File: config.mk
export PLATFORM = sky130hd
export DESIGN_NAME = usb_endpoint_buffer_commands
export DESIGN_NICKNAME = d
export VERILOG_FILES = /design/src/hdl/ep_cmd_pkg.sv /design/src/hdl/usb_endpoint_buffer_commands.sv /design/src/hdl/ep_cmd_decode.sv
export SDC_FILE = /design/constraint.sdc
export NUM_CORES = 1
export LEC_CHECK = 0
export BUFFER_PORTS_ARGS = -buffer_cell sky130_fd_sc_hd__buf_4
export CAP_MARGIN = 20
export CORE_UTILIZATION = 50
export DETAILED_ROUTE_END_ITERATION = 8
export PLACE_DENSITY_LB_ADDON = 0.05
export SYNTH_ARGS = -nofsm -noshare
export SYNTH_HDL_FRONTEND = slang
export SYNTH_SLANG_ARGS = --single-unit
File: constraint.sdc
create_clock -name clk -period 3.34 [get_ports clk]
set_input_delay 0 -clock clk [delete_from_list [all_inputs] [get_ports clk]]
set_output_delay 0 -clock clk [all_outputs]
set_load 0.02 [all_outputs]
File: src/hdl/ep_cmd_pkg.sv
/*
  package: command codes, status field positions and sizes for the
  endpoint command block. assumes nothing beyond a SystemVerilog tool.
*/
package ep_cmd_pkg;
  // ----------------------------------------------------------------
  // command groups (high nibble of the command byte) and the full setup-acknowledge byte
  // ----------------------------------------------------------------
  localparam logic [3:0] GRP_STALL    = 4'h4;
  localparam logic [3:0] GRP_UNSTALL  = 4'h8;
  localparam logic [3:0] GRP_VALIDATE = 4'h6;
  localparam logic [3:0] GRP_CLEAR    = 4'h7;
  localparam logic [3:0] GRP_STATUS   = 4'h5;
  localparam logic [3:0] GRP_SNAPSHOT = 4'hd;
  localparam logic [7:0] CMD_ACK_SETUP = 8'hf4;

  // endpoint codes carried in the low nibble
  localparam logic [3:0] EP_CTRL_OUT = 4'h0;
  localparam logic [3:0] EP_CTRL_IN  = 4'h1;
  localparam int         NUM_EP      = 16;

  // ----------------------------------------------------------------
  // status word field positions
  // ----------------------------------------------------------------
  localparam int BIT_HALTED   = 7;
  localparam int BIT_FULL2    = 6;
  localparam int BIT_FULL1    = 5;
  localparam int BIT_TOGGLE   = 4;
  localparam int BIT_OVERRUN  = 3;
  localparam int BIT_SETUP    = 2;
  localparam int BIT_BUFSEL   = 1;
  localparam logic [7:0] STATUS_RESET = 8'h00;
endpackage

File: src/hdl/usb_endpoint_buffer_commands.sv
/*
  endpoint command interpreter: stall/unstall, validate, clear, status
  reads and setup acknowledge, plus usb-side flag updates.
  assumes usb-side event pulses are synchronous to clk and one cycle
  long, and that the processor interface delivers one command per strobe.
  the serial engine is expected to look at endpoint_halted_flag and
  nakOut itself; this block only keeps the flags and never answers a
  token on the wire. packet data phases live elsewhere.
*/
`timescale 1ns/1ps

module usb_endpoint_buffer_commands
  import ep_cmd_pkg::*;
#(
  parameter logic [ep_cmd_pkg::NUM_EP-1:0] DOUBLE_BUF = 16'h0000
) (
  // clock, reset, enable
  input  wire logic                          clk,
  input  wire logic                          rst,
  input  wire logic                          clkEn,
  // processor command port
  input  wire logic [7:0]                    cmdByte,
  input  wire logic                          cmdValid,
  output logic [7:0]                         statusData,
  output logic                               statusValid,
  // usb-side events
  input  wire logic                          setupRx,
  input  wire logic                          outPktDone,
  input  wire logic                          inPktSent,
  input  wire logic                          outTokenRx,
  input  wire logic [3:0]                    usbEp,
  output logic                               nakOut,
  // endpoint interrupt flags
  input  wire logic [ep_cmd_pkg::NUM_EP-1:0] epIrqSet,
  output logic [ep_cmd_pkg::NUM_EP-1:0]      device_interrupt_flags,
  // per-endpoint halted view for the serial engine
  output logic [ep_cmd_pkg::NUM_EP-1:0]      endpoint_halted_flag
);
  import ep_cmd_pkg::*;

  // ------------------------------------------------------------------
  // decode
  // ------------------------------------------------------------------
  logic       doStall;
  logic       doUnstall;
  logic       doValidate;
  logic       doClear;
  logic       doStatus;
  logic       doSnapshot;
  logic       doAckSetup;
  logic [3:0] epSel;

  // the strobe is gated by clkEn so a frozen block never sees a command;
  // the byte itself may wander while the strobe is low
  ep_cmd_decode u_decode (
    .cmdByte    (cmdByte),
    .cmdValid   (cmdValid && clkEn),
    .doStall    (doStall),
    .doUnstall  (doUnstall),
    .doValidate (doValidate),
    .doClear    (doClear),
    .doStatus   (doStatus),
    .doSnapshot (doSnapshot),
    .doAckSetup (doAckSetup),
    .epSel      (epSel)
  );

  // ------------------------------------------------------------------
  // state
  // ------------------------------------------------------------------
  // per-endpoint flags are vectors indexed by the endpoint code; the
  // setup bookkeeping exists only once because only the control OUT
  // endpoint ever receives a SETUP packet
  logic [NUM_EP-1:0] halted_q,  halted_d;
  logic [NUM_EP-1:0] full1_q,   full1_d;    // primary buffer full
  logic [NUM_EP-1:0] full2_q,   full2_d;    // secondary buffer full
  logic [NUM_EP-1:0] toggle_q,  toggle_d;
  logic [NUM_EP-1:0] bufSel_q,  bufSel_d;
  logic [NUM_EP-1:0] irq_q,     irq_d;
  logic              setupHeld_q, setupHeld_d;
  logic              overrun_q,   overrun_d;
  logic              ctrlLock_q,  ctrlLock_d;
  logic [7:0]        statusData_q, statusData_d;
  logic              statusValid_q, statusValid_d;
  logic              nak_q,       nak_d;

  // compose the status word of one endpoint; overrun and setup-present
  // exist only for control OUT, every other endpoint reads them as 0
  function automatic logic [7:0] status_word(input logic [3:0] ep);
    logic [7:0] w;
    w = STATUS_RESET;
    w[BIT_HALTED]  = halted_q[ep];
    w[BIT_FULL2]   = full2_q[ep];
    w[BIT_FULL1]   = full1_q[ep];
    w[BIT_TOGGLE]  = toggle_q[ep];
    w[BIT_OVERRUN] = (ep == EP_CTRL_OUT) ? overrun_q : 1'b0;
    w[BIT_SETUP]   = (ep == EP_CTRL_OUT) ? setupHeld_q : 1'b0;
    w[BIT_BUFSEL]  = bufSel_q[ep];
    return w;
  endfunction

  // is the current processor buffer of an endpoint full
  function automatic logic cur_full(input logic [3:0] ep);
    return bufSel_q[ep] ? full2_q[ep] : full1_q[ep];
  endfunction

  // control endpoints are nibbles 0 and 1, the rest are data endpoints
  function automatic logic is_ctrl(input logic [3:0] ep);
    return ep == EP_CTRL_OUT || ep == EP_CTRL_IN;
  endfunction

  // ------------------------------------------------------------------
  // next-state logic
  // ------------------------------------------------------------------
  // usb events are applied first and commands after, so a processor
  // command in the same cycle has the final word on its endpoint,
  // except that hardware sets of interrupt bits beat the read clear and a SETUP blocks the overrun clear.
  // trade-off: one large process keeps every priority in one place, at
  // the cost of a long path through the per-endpoint multiplexers when
  // the endpoint count grows.
  always_comb begin
    halted_d      = halted_q;
    full1_d       = full1_q;
    full2_d       = full2_q;
    toggle_d      = toggle_q;
    bufSel_d      = bufSel_q;
    irq_d         = irq_q;
    setupHeld_d   = setupHeld_q;
    overrun_d     = overrun_q;
    ctrlLock_d    = ctrlLock_q;
    statusData_d  = statusData_q;
    statusValid_d = 1'b0;
    nak_d         = 1'b0;

    // ----------------------------------------------------------------
    // usb-side events
    // ----------------------------------------------------------------
    // setup arrival on the control endpoints
    if (setupRx) begin
      // a second SETUP before the acknowledge overwrites unanswered data
      if (setupHeld_q && ctrlLock_q && !halted_q[EP_CTRL_OUT])
        overrun_d = 1'b1;
      setupHeld_d = 1'b1;
      ctrlLock_d  = 1'b1;
      for (int e = 0; e < 2; e++) begin
        if (halted_q[e]) begin
          halted_d[e] = 1'b0;
          full1_d[e]  = 1'b0;
          full2_d[e]  = 1'b0;
          bufSel_d[e] = 1'b0;
        end
        toggle_d[e] = 1'b0;
      end
      full1_d[EP_CTRL_OUT] = 1'b1;   // setup data sits in the OUT buffer
    end

    // completed OUT packet fills the free buffer; a full one refuses
    if (outTokenRx && !halted_q[usbEp]) begin
      if (full1_q[usbEp] && (!DOUBLE_BUF[usbEp] || full2_q[usbEp]))
        nak_d = 1'b1;
    end
    if (outPktDone && !halted_q[usbEp]) begin
      if (!full1_q[usbEp])
        full1_d[usbEp] = 1'b1;
      else if (DOUBLE_BUF[usbEp])
        full2_d[usbEp] = 1'b1;
      toggle_d[usbEp] = ~toggle_q[usbEp];
    end

    // an IN packet sent empties the primary buffer if it is full, else the secondary
    if (inPktSent && !halted_q[usbEp]) begin
      if (full1_q[usbEp])
        full1_d[usbEp] = 1'b0;
      else
        full2_d[usbEp] = 1'b0;
      toggle_d[usbEp] = ~toggle_q[usbEp];
    end

    // ----------------------------------------------------------------
    // processor commands
    // ----------------------------------------------------------------
    // stalling control OUT ends the pending setup, so no later overrun
    if (doStall) begin
      halted_d[epSel] = 1'b1;
      if (epSel == EP_CTRL_OUT)
        setupHeld_d = 1'b0;
    end
    // unstalling an endpoint that is not halted leaves its buffers alone
    if (doUnstall && halted_q[epSel]) begin
      halted_d[epSel] = 1'b0;
      full1_d[epSel]  = 1'b0;
      full2_d[epSel]  = 1'b0;
      bufSel_d[epSel] = 1'b0;
      toggle_d[epSel] = 1'b0;
    end
    // validate lands in the buffer the processor currently owns
    if (doValidate && !(is_ctrl(epSel) && ctrlLock_q)) begin
      if (bufSel_q[epSel])
        full2_d[epSel] = 1'b1;
      else
        full1_d[epSel] = 1'b1;
      if (DOUBLE_BUF[epSel])
        bufSel_d[epSel] = ~bufSel_q[epSel];
    end
    // clear also drops setup-present when aimed at control OUT
    if (doClear && !(is_ctrl(epSel) && ctrlLock_q)) begin
      if (bufSel_q[epSel])
        full2_d[epSel] = 1'b0;
      else
        full1_d[epSel] = 1'b0;
      if (DOUBLE_BUF[epSel])
        bufSel_d[epSel] = ~bufSel_q[epSel];
      if (epSel == EP_CTRL_OUT)
        setupHeld_d = 1'b0;
    end
    // acknowledge reopens validate on control IN and clear on control OUT
    if (doAckSetup) begin
      ctrlLock_d  = 1'b0;
      setupHeld_d = 1'b0;
    end

    // ----------------------------------------------------------------
    // status reads
    // ----------------------------------------------------------------
    // status reads; the snapshot leaves every flag untouched
    if (doSnapshot) begin
      statusData_d  = status_word(epSel);
      statusValid_d = 1'b1;
    end
    if (doStatus) begin
      statusData_d  = status_word(epSel);
      statusValid_d = 1'b1;
      irq_d[epSel]  = 1'b0;
      // overrun only clears once the setup write has completed
      if (epSel == EP_CTRL_OUT && !setupRx)
        overrun_d = 1'b0;
    end

    // hardware set beats the read clear
    irq_d = irq_d | epIrqSet;
  end

  // ------------------------------------------------------------------
  // registers
  // ------------------------------------------------------------------
  // clkEn low freezes everything; the decoder is gated by it as well
  // the reset branch loads constants only, never other state, so the
  // asynchronous path stays free of any data dependence
  always_ff @(posedge clk or posedge rst) begin
    if (rst) begin
      halted_q      <= '0;
      full1_q       <= '0;
      full2_q       <= '0;
      toggle_q      <= '0;
      bufSel_q      <= '0;
      irq_q         <= '0;
      setupHeld_q   <= 1'b0;
      overrun_q     <= 1'b0;
      ctrlLock_q    <= 1'b0;
      statusData_q  <= STATUS_RESET;
      statusValid_q <= 1'b0;
      nak_q         <= 1'b0;
    end else if (clkEn) begin
      halted_q      <= halted_d;
      full1_q       <= full1_d;
      full2_q       <= full2_d;
      toggle_q      <= toggle_d;
      bufSel_q      <= bufSel_d;
      irq_q         <= irq_d;
      setupHeld_q   <= setupHeld_d;
      overrun_q     <= overrun_d;
      ctrlLock_q    <= ctrlLock_d;
      statusData_q  <= statusData_d;
      statusValid_q <= statusValid_d;
      nak_q         <= nak_d;
    end
  end

  // ------------------------------------------------------------------
  // outputs
  // ------------------------------------------------------------------
  // outputs straight from flops
  assign statusData             = statusData_q;
  assign statusValid            = statusValid_q;
  assign nakOut                 = nak_q;
  assign device_interrupt_flags = irq_q;
  assign endpoint_halted_flag   = halted_q;
endmodule

File: src/hdl/ep_cmd_decode.sv
/*
  command byte decoder for the endpoint command block.
  assumes a single byte is presented with a one-cycle strobe.
*/
`timescale 1ns/1ps
module ep_cmd_decode
  import ep_cmd_pkg::*;
(
  // command byte
  input  wire logic [7:0] cmdByte,
  input  wire logic       cmdValid,
  // decoded one-hot actions
  output logic            doStall,
  output logic            doUnstall,
  output logic            doValidate,
  output logic            doClear,
  output logic            doStatus,
  output logic            doSnapshot,
  output logic            doAckSetup,
  output logic [3:0]      epSel
);
  // ----------------------------------------------------------------
  // group decode
  // ----------------------------------------------------------------
  // out-of-direction codes decode to nothing
  always_comb begin
    epSel      = cmdByte[3:0];
    doStall    = cmdValid && cmdByte[7:4] == GRP_STALL;
    doUnstall  = cmdValid && cmdByte[7:4] == GRP_UNSTALL;
    doValidate = cmdValid && cmdByte[7:4] == GRP_VALIDATE
                 && cmdByte[3:0] != EP_CTRL_OUT;
    doClear    = cmdValid && cmdByte[7:4] == GRP_CLEAR
                 && cmdByte[3:0] != EP_CTRL_IN;
    doStatus   = cmdValid && cmdByte[7:4] == GRP_STATUS;
    doSnapshot = cmdValid && cmdByte[7:4] == GRP_SNAPSHOT;
    doAckSetup = cmdValid && cmdByte == CMD_ACK_SETUP;
  end
endmodule

# Word-level counts from Yosys, hierarchy flattened
# Memories as Yosys holds them, arrays and structs flattened.
# Index checks and enable logic that the tools add are counted.
# classes
magnitude_cmp	4
n_eq_ne	9
muxes	88
bitwise	20
n_reduce_logical	36
# ops
cell	n
two-way mux 16 bit	30
bitwise AND 16 bit	10
bitwise OR 16 bit	6
bitwise mux 16 bit	4
binary-select mux 1 bit (select 4 bit)	9
two-way mux 1 bit	36
inverter 16 bit	2
logical AND 1 bit	23
equality test 4 x 3 -> 1 bit, second input constant	4
two-way mux 8 bit	2
less-than comparator 4 x 5 -> 1 bit, second input constant	2
two-way mux 2 bit	5
demux 1 bit (select 4 bit)	2
equality test 4 bit, second input constant	2
equality test 8 bit, second input constant	1
greater-or-equal comparator 4 x 1 -> 1 bit, second input constant	2
logical NOT 1 bit	5
equality test 4 x 1 -> 1 bit, second input constant	1
logical NOT 4 bit	1
inequality test 4 x 1 -> 1 bit, second input constant	1
AND reduction 2 bit	2
nonzero test 2 bit	2
nonzero test 4 bit	1
logical OR 1 bit	2
inverter 1 bit	2
# word_totals
register_bits	109
romBits	32
input_bits	36
out_inout_bits	42
wordCells	171
memories	2
# mem_list
memory	depth	width	rd	rd_ports_with_merged_regs	write_ports	line_no	source
(no name shown)	16	1	1	0	0	usb_endpoint_buffer_commands.sv:211	if (DOUBLE_BUF[epSel])
(no name shown)	16	1	1	0	0	usb_endpoint_buffer_commands.sv:165	else if (DOUBLE_BUF[usbEp])

# Depth between registers and ports, before layout
# logic_depth
depth_word	19
mapped_depth	9
mapped_depth_nobuf	5

# By module
# Synthesis repeated with hierarchy kept, for this count alone.
# hier_totals
hier_cells	697
hier_area_um2	6730.2
# by_module_without_submodules
mod	instances	cells_per_inst	area_each_um2	seq_area_each_um2
usb_endpoint_buffer_commands	1	677	6600.1	2702.6
ep_cmd_decode	1	20	130.1	0.0

# Worst setup path before layout
# Ideal clock, no wire load.
# synth_path
path_type	register -> register
startpoint	reg halted_q[7], in the netlist endpoint_halted_flag[7]
endpoint	reg full1_q[7]
setup_time_ps	143
arrival_ps	1903
required_ps	3197
setup_slack_ps	1294
stages_incl_launch_ff	6
path_buffers	0
synth_period_minus_slack_ps	2046
cell_sequence	dfrtp_1 mux4_2 or3b_1 o22a_1 a221oi_1 a211oi_1
# synth_between
elab_chain_cells	16
elab_cells_between_ends	20
classes_between	mux (12); bitwise (4); reduce/logical (4)
# synth_lines
element	line_no	source
start, declared	usb_endpoint_buffer_commands.sv:74	logic [NUM_EP-1:0] halted_q, halted_d;
start signal, assigned	usb_endpoint_buffer_commands.sv:264	halted_q <= halted_d;
binary-select mux 1 bit (select 4 bit)	usb_endpoint_buffer_commands.sv:162, usb_endpoint_buffer_commands.sv:171	
two-way mux 1 bit (implied by the code)	usb_endpoint_buffer_commands.sv:162, usb_endpoint_buffer_commands.sv:171	
logical NOT 1 bit	usb_endpoint_buffer_commands.sv:162, usb_endpoint_buffer_commands.sv:171	
logical AND 1 bit	usb_endpoint_buffer_commands.sv:162	if (outPktDone && !halted_q[usbEp]) begin
two-way mux 16 bit	usb_endpoint_buffer_commands.sv:162	
bitwise AND 16 bit (no source line)	-	
two-way mux 16 bit	usb_endpoint_buffer_commands.sv:172	if (full1_q[usbEp])
two-way mux 16 bit	usb_endpoint_buffer_commands.sv:171	if (inPktSent && !halted_q[usbEp]) begin
bitwise AND 16 bit (no source line)	-	
two-way mux 16 bit (*)	usb_endpoint_buffer_commands.sv:189	if (doUnstall && halted_q[epSel]) begin
bitwise OR 16 bit (no source line)	-	
two-way mux 16 bit	usb_endpoint_buffer_commands.sv:198	if (bufSel_q[epSel])
two-way mux 16 bit (*)	usb_endpoint_buffer_commands.sv:197	if (doValidate && !(is_ctrl(epSel) && ctrlLock_q)) begin
bitwise AND 16 bit (no source line)	-	
two-way mux 16 bit	usb_endpoint_buffer_commands.sv:207	if (bufSel_q[epSel])
two-way mux 16 bit (*)	usb_endpoint_buffer_commands.sv:206	if (doClear && !(is_ctrl(epSel) && ctrlLock_q)) begin
end signal, assigned	usb_endpoint_buffer_commands.sv:265	full1_q <= full1_d;
end, declared	usb_endpoint_buffer_commands.sv:75	logic [NUM_EP-1:0] full1_q, full1_d;
# Mark *: on every way between the ends. The rest lies on a longest branch, timed or not. The select of a mux whose other input is x is not followed.
# A chain may end at the register's enable or synchronous reset.

# Worst setup path after layout
# layout_path
startpoint	reg full1_q[0]
endpoint	reg full1_q[8]
# layout_between
elab_chain_cells	15
# layout_lines
element	line_no	source
binary-select mux 1 bit (select 4 bit) (*)	usb_endpoint_buffer_commands.sv:163, usb_endpoint_buffer_commands.sv:172	
two-way mux 1 bit (implied by the code) (*)	usb_endpoint_buffer_commands.sv:163, usb_endpoint_buffer_commands.sv:172	
two-way mux 16 bit	usb_endpoint_buffer_commands.sv:163	if (!full1_q[usbEp])
two-way mux 16 bit	usb_endpoint_buffer_commands.sv:162	
bitwise AND 16 bit (no source line)	-	
two-way mux 16 bit	usb_endpoint_buffer_commands.sv:172	
two-way mux 16 bit (*)	usb_endpoint_buffer_commands.sv:171	
bitwise AND 16 bit (no source line)	-	
two-way mux 16 bit (*)	usb_endpoint_buffer_commands.sv:189	
bitwise OR 16 bit (no source line)	-	
two-way mux 16 bit	usb_endpoint_buffer_commands.sv:198	
two-way mux 16 bit (*)	usb_endpoint_buffer_commands.sv:197	
bitwise AND 16 bit (no source line)	-	
two-way mux 16 bit	usb_endpoint_buffer_commands.sv:207	
two-way mux 16 bit (*)	usb_endpoint_buffer_commands.sv:206	
# Marked as above.

==> metrics.csv <==
metric,value,unit
outcome,finished clean,
io pins,78,
Ys Warns,0,
Max-Cap Viols,0,
RSZ-0062 raised after global routing,no,
cts bufs inserted,9,
fraction of layout cells with a size suffix above 1,21.2,%
global-route wire length before repair,38.7,mm
fillers,1158,
Synth Flop Type,dfrtp_1,
min cycle time layout,2.30,ns
Worst slew margin,43.6,%
vias,6749,
Ant. Diodes,0,
H-tree Lvls,3,
worst slack at placement,0.899,ns
Power Density,425,mW/mm²
layout overhead on the synthesized area,16.2,%
Critical Path RT,3.62,ns
minimum hold slack,0.0182,ns
Post-route DRC,0,
critical path class,reg2reg,
worst min path class,in2reg,
DRT iter0 DRCs,819,
initial antenna violation count,0,
Post-synth top cells,"dfrtp_1, nand2_1, nor2_1",
CP Cell Sequence,"mux4_2, mux2_2, o41ai_1, o21ai_1, a31oi_1",
Critical path buffers and inverters,0,
Final nets,827,
GRT Resource Usage Total,36.6,%
die width,120,µm
Crit Reg-Reg Startpoint,full1_q[0],
HPWL after DPL,17.8,mm
Setup TNS,0,ns
Row Count,42,
slowest CP cell,o41ai_1,
CTS tree,done,
"Hold Vio Cnt, Final",0,
vias in the first global route,6478,
worst r2r path cells,5,
storage element area,0.00270,mm²
Setup crit start kind,register,
Synth top area share,39.1,%
Cells after DPL,937,
CP max stage delay,0.50,ns
Root Driver,clkbuf_16,
area of the core,0.0133,mm²
"Setup Fix Bufs, Post-CTS",0,
leakage power,3.14,nW
Netlist Area Pre-Place,0.00691,mm²
Antenna Nets Post-Route,0,
port bufs,76,
Vias/cell,6.94,
routability cong.,1.02,
Yosys reg bits,108,
Netlist cell types,74,
worst hold start,cmdByte[7],
CP Max Fanout,20,
final cell count without fillers,972,
Sink Count,108,
CP top delay family,multiplexers,
top-count cell post-synth,dfrtp_1,
total wire length,25.4,mm
multi-input logic area,0.00391,mm²
largest net degree at the start of global routing,67,
register area share after synthesis,39.1,%
gr ovfl total,0,
CP arrival,2.58,ns
post-cts sizing count,0,
clk_lat worst skew,0.36,ns
Worst Hold Path EP,ctrlLock_q,
worst slew pin tran,0.847,ns
maximum VDD drop,0.000308,V
clk_skew,0.00618,ns
average size of a mapped cell,9.60,µm²
Hold Path Depth,4,
synth top area cells,"dfrtp_1, mux4_2, nand2_1",
R2R setup slack,1.04,ns
CTS Buffer Depth,2,
Die Y,120,µm
DRT Pass-1 Iters,5,
cell taking the most area after synthesis,dfrtp_1,
final setup vio count,0,
Total Die Area,0.0143,mm²
Worst Setup End Kind,register,
final worst-path setup slack,1.04,ns
ys async rst share,100,%
crit share post-route,69.0,%
Synthesized Nets,755,
Initial Util,51.7,%
Fmax,0.434,GHz
Post-synth EDFFs,0,
Pins Over Slew Limit,0,
WL/cell,26.1,µm
clock slew at reported path FFs,0.08,ns
Reg-to-Reg End,full1_q[8],
Syn Inst Count,719,
==> power breakdown <==
group          total (W)  switching, W  leakage (nW)  internal (W)
clock            0.00107      0.000533         0.138      0.000539
sequential       0.00155      0.000131          1.33       0.00142
combinational   0.000787      0.000444          1.67      0.000343
==> state kept, by name, indices dropped and copies added (netlist names), 7 cells and up <==
name and cells:
device_interrupt_flags 16, full1_q 16, toggle_q 16, endpoint_halted_flag 16, statusData 7, bufSel_q 16
full2_q 16
==> what timing repair did <==
item,CTS,global route
hold endpoints to repair,83,0
hold buffers,19,0
endpoints found under the setup margin,0,0
==> logic make-up after synthesis <==
family | after synthesis | synth area share [%]
buf+inv | 57 | 4.20
compound gates | 206 | 21.3
other cells | 1 | 0.0543
flops | 108 | 39.1
mux | 57 | 14.4
simple gates | 290 | 20.9
==> worst min-delay path: stages <==
cell     delay [ns]
buf_4          0.14
nand2_1        0.06
nor3_1         0.05
nor2_1         0.09
==> area by class of cell <==
type	count	share of cell area [%]
Clock buffer	11	3.02
Clock inverter	5	0.561
Inverter	9	0.452
Multi-Input combinational cell	554	48.8
Sequential cell	108	33.7
Tap cell	176	2.74
Timing Repair Buffer	109	10.8
==> cells in the final DEF, fill, tap and decap left out, types with 19 or more instances in the layout <==
cell and n:
mux4_2 30, dfrtp_1 108, nor3_1 22, dlygate4sd3_1 19, o21ai_0 48, nor2b_1 20, buf_4 90, nand2_1 91
a21oi_1 26, nor2_1 63
==> metal layers <==
metal	share of wire [%]	routed length, µm	vias to the layer above	global-route usage, %
li1	-	-	2888	-
met1	40	10200	3312	48.9
met2	44	11200	462	54.4
met3	12	2930	87	11.8
met4	4.1	1050	0	15.8
met5	0	0	-	0
==> through the flow <==
step	util, %	instance area (µm²)	power (W)
4_1_cts	60.1	8030	0.00339
5_1_grt	60.1	8030	0.00353
3_5_place_dp	56.5	7550	0.00232
2_1_floorplan	-	6910	0.00205
3_3_place_gp	56.5	7550	0.00230
6_report	60.1	8030	0.00341
==> how the worst max path moves through the flow <==
stage / startpoint / end / cells past startpoint
floorplan: rst / bufSel_q[0] / 1
global placement: cmdByte[0] / full2_q[15] / 7
detailed placement: cmdByte[0] / full2_q[15] / 7
CTS: ctrlLock_q / full1_q[1] / 4
global route: ctrlLock_q / full1_q[1] / 4
finish: full1_q[0] / full1_q[8] / 5
No activity file was read; power rests on OpenSTA's default activity.
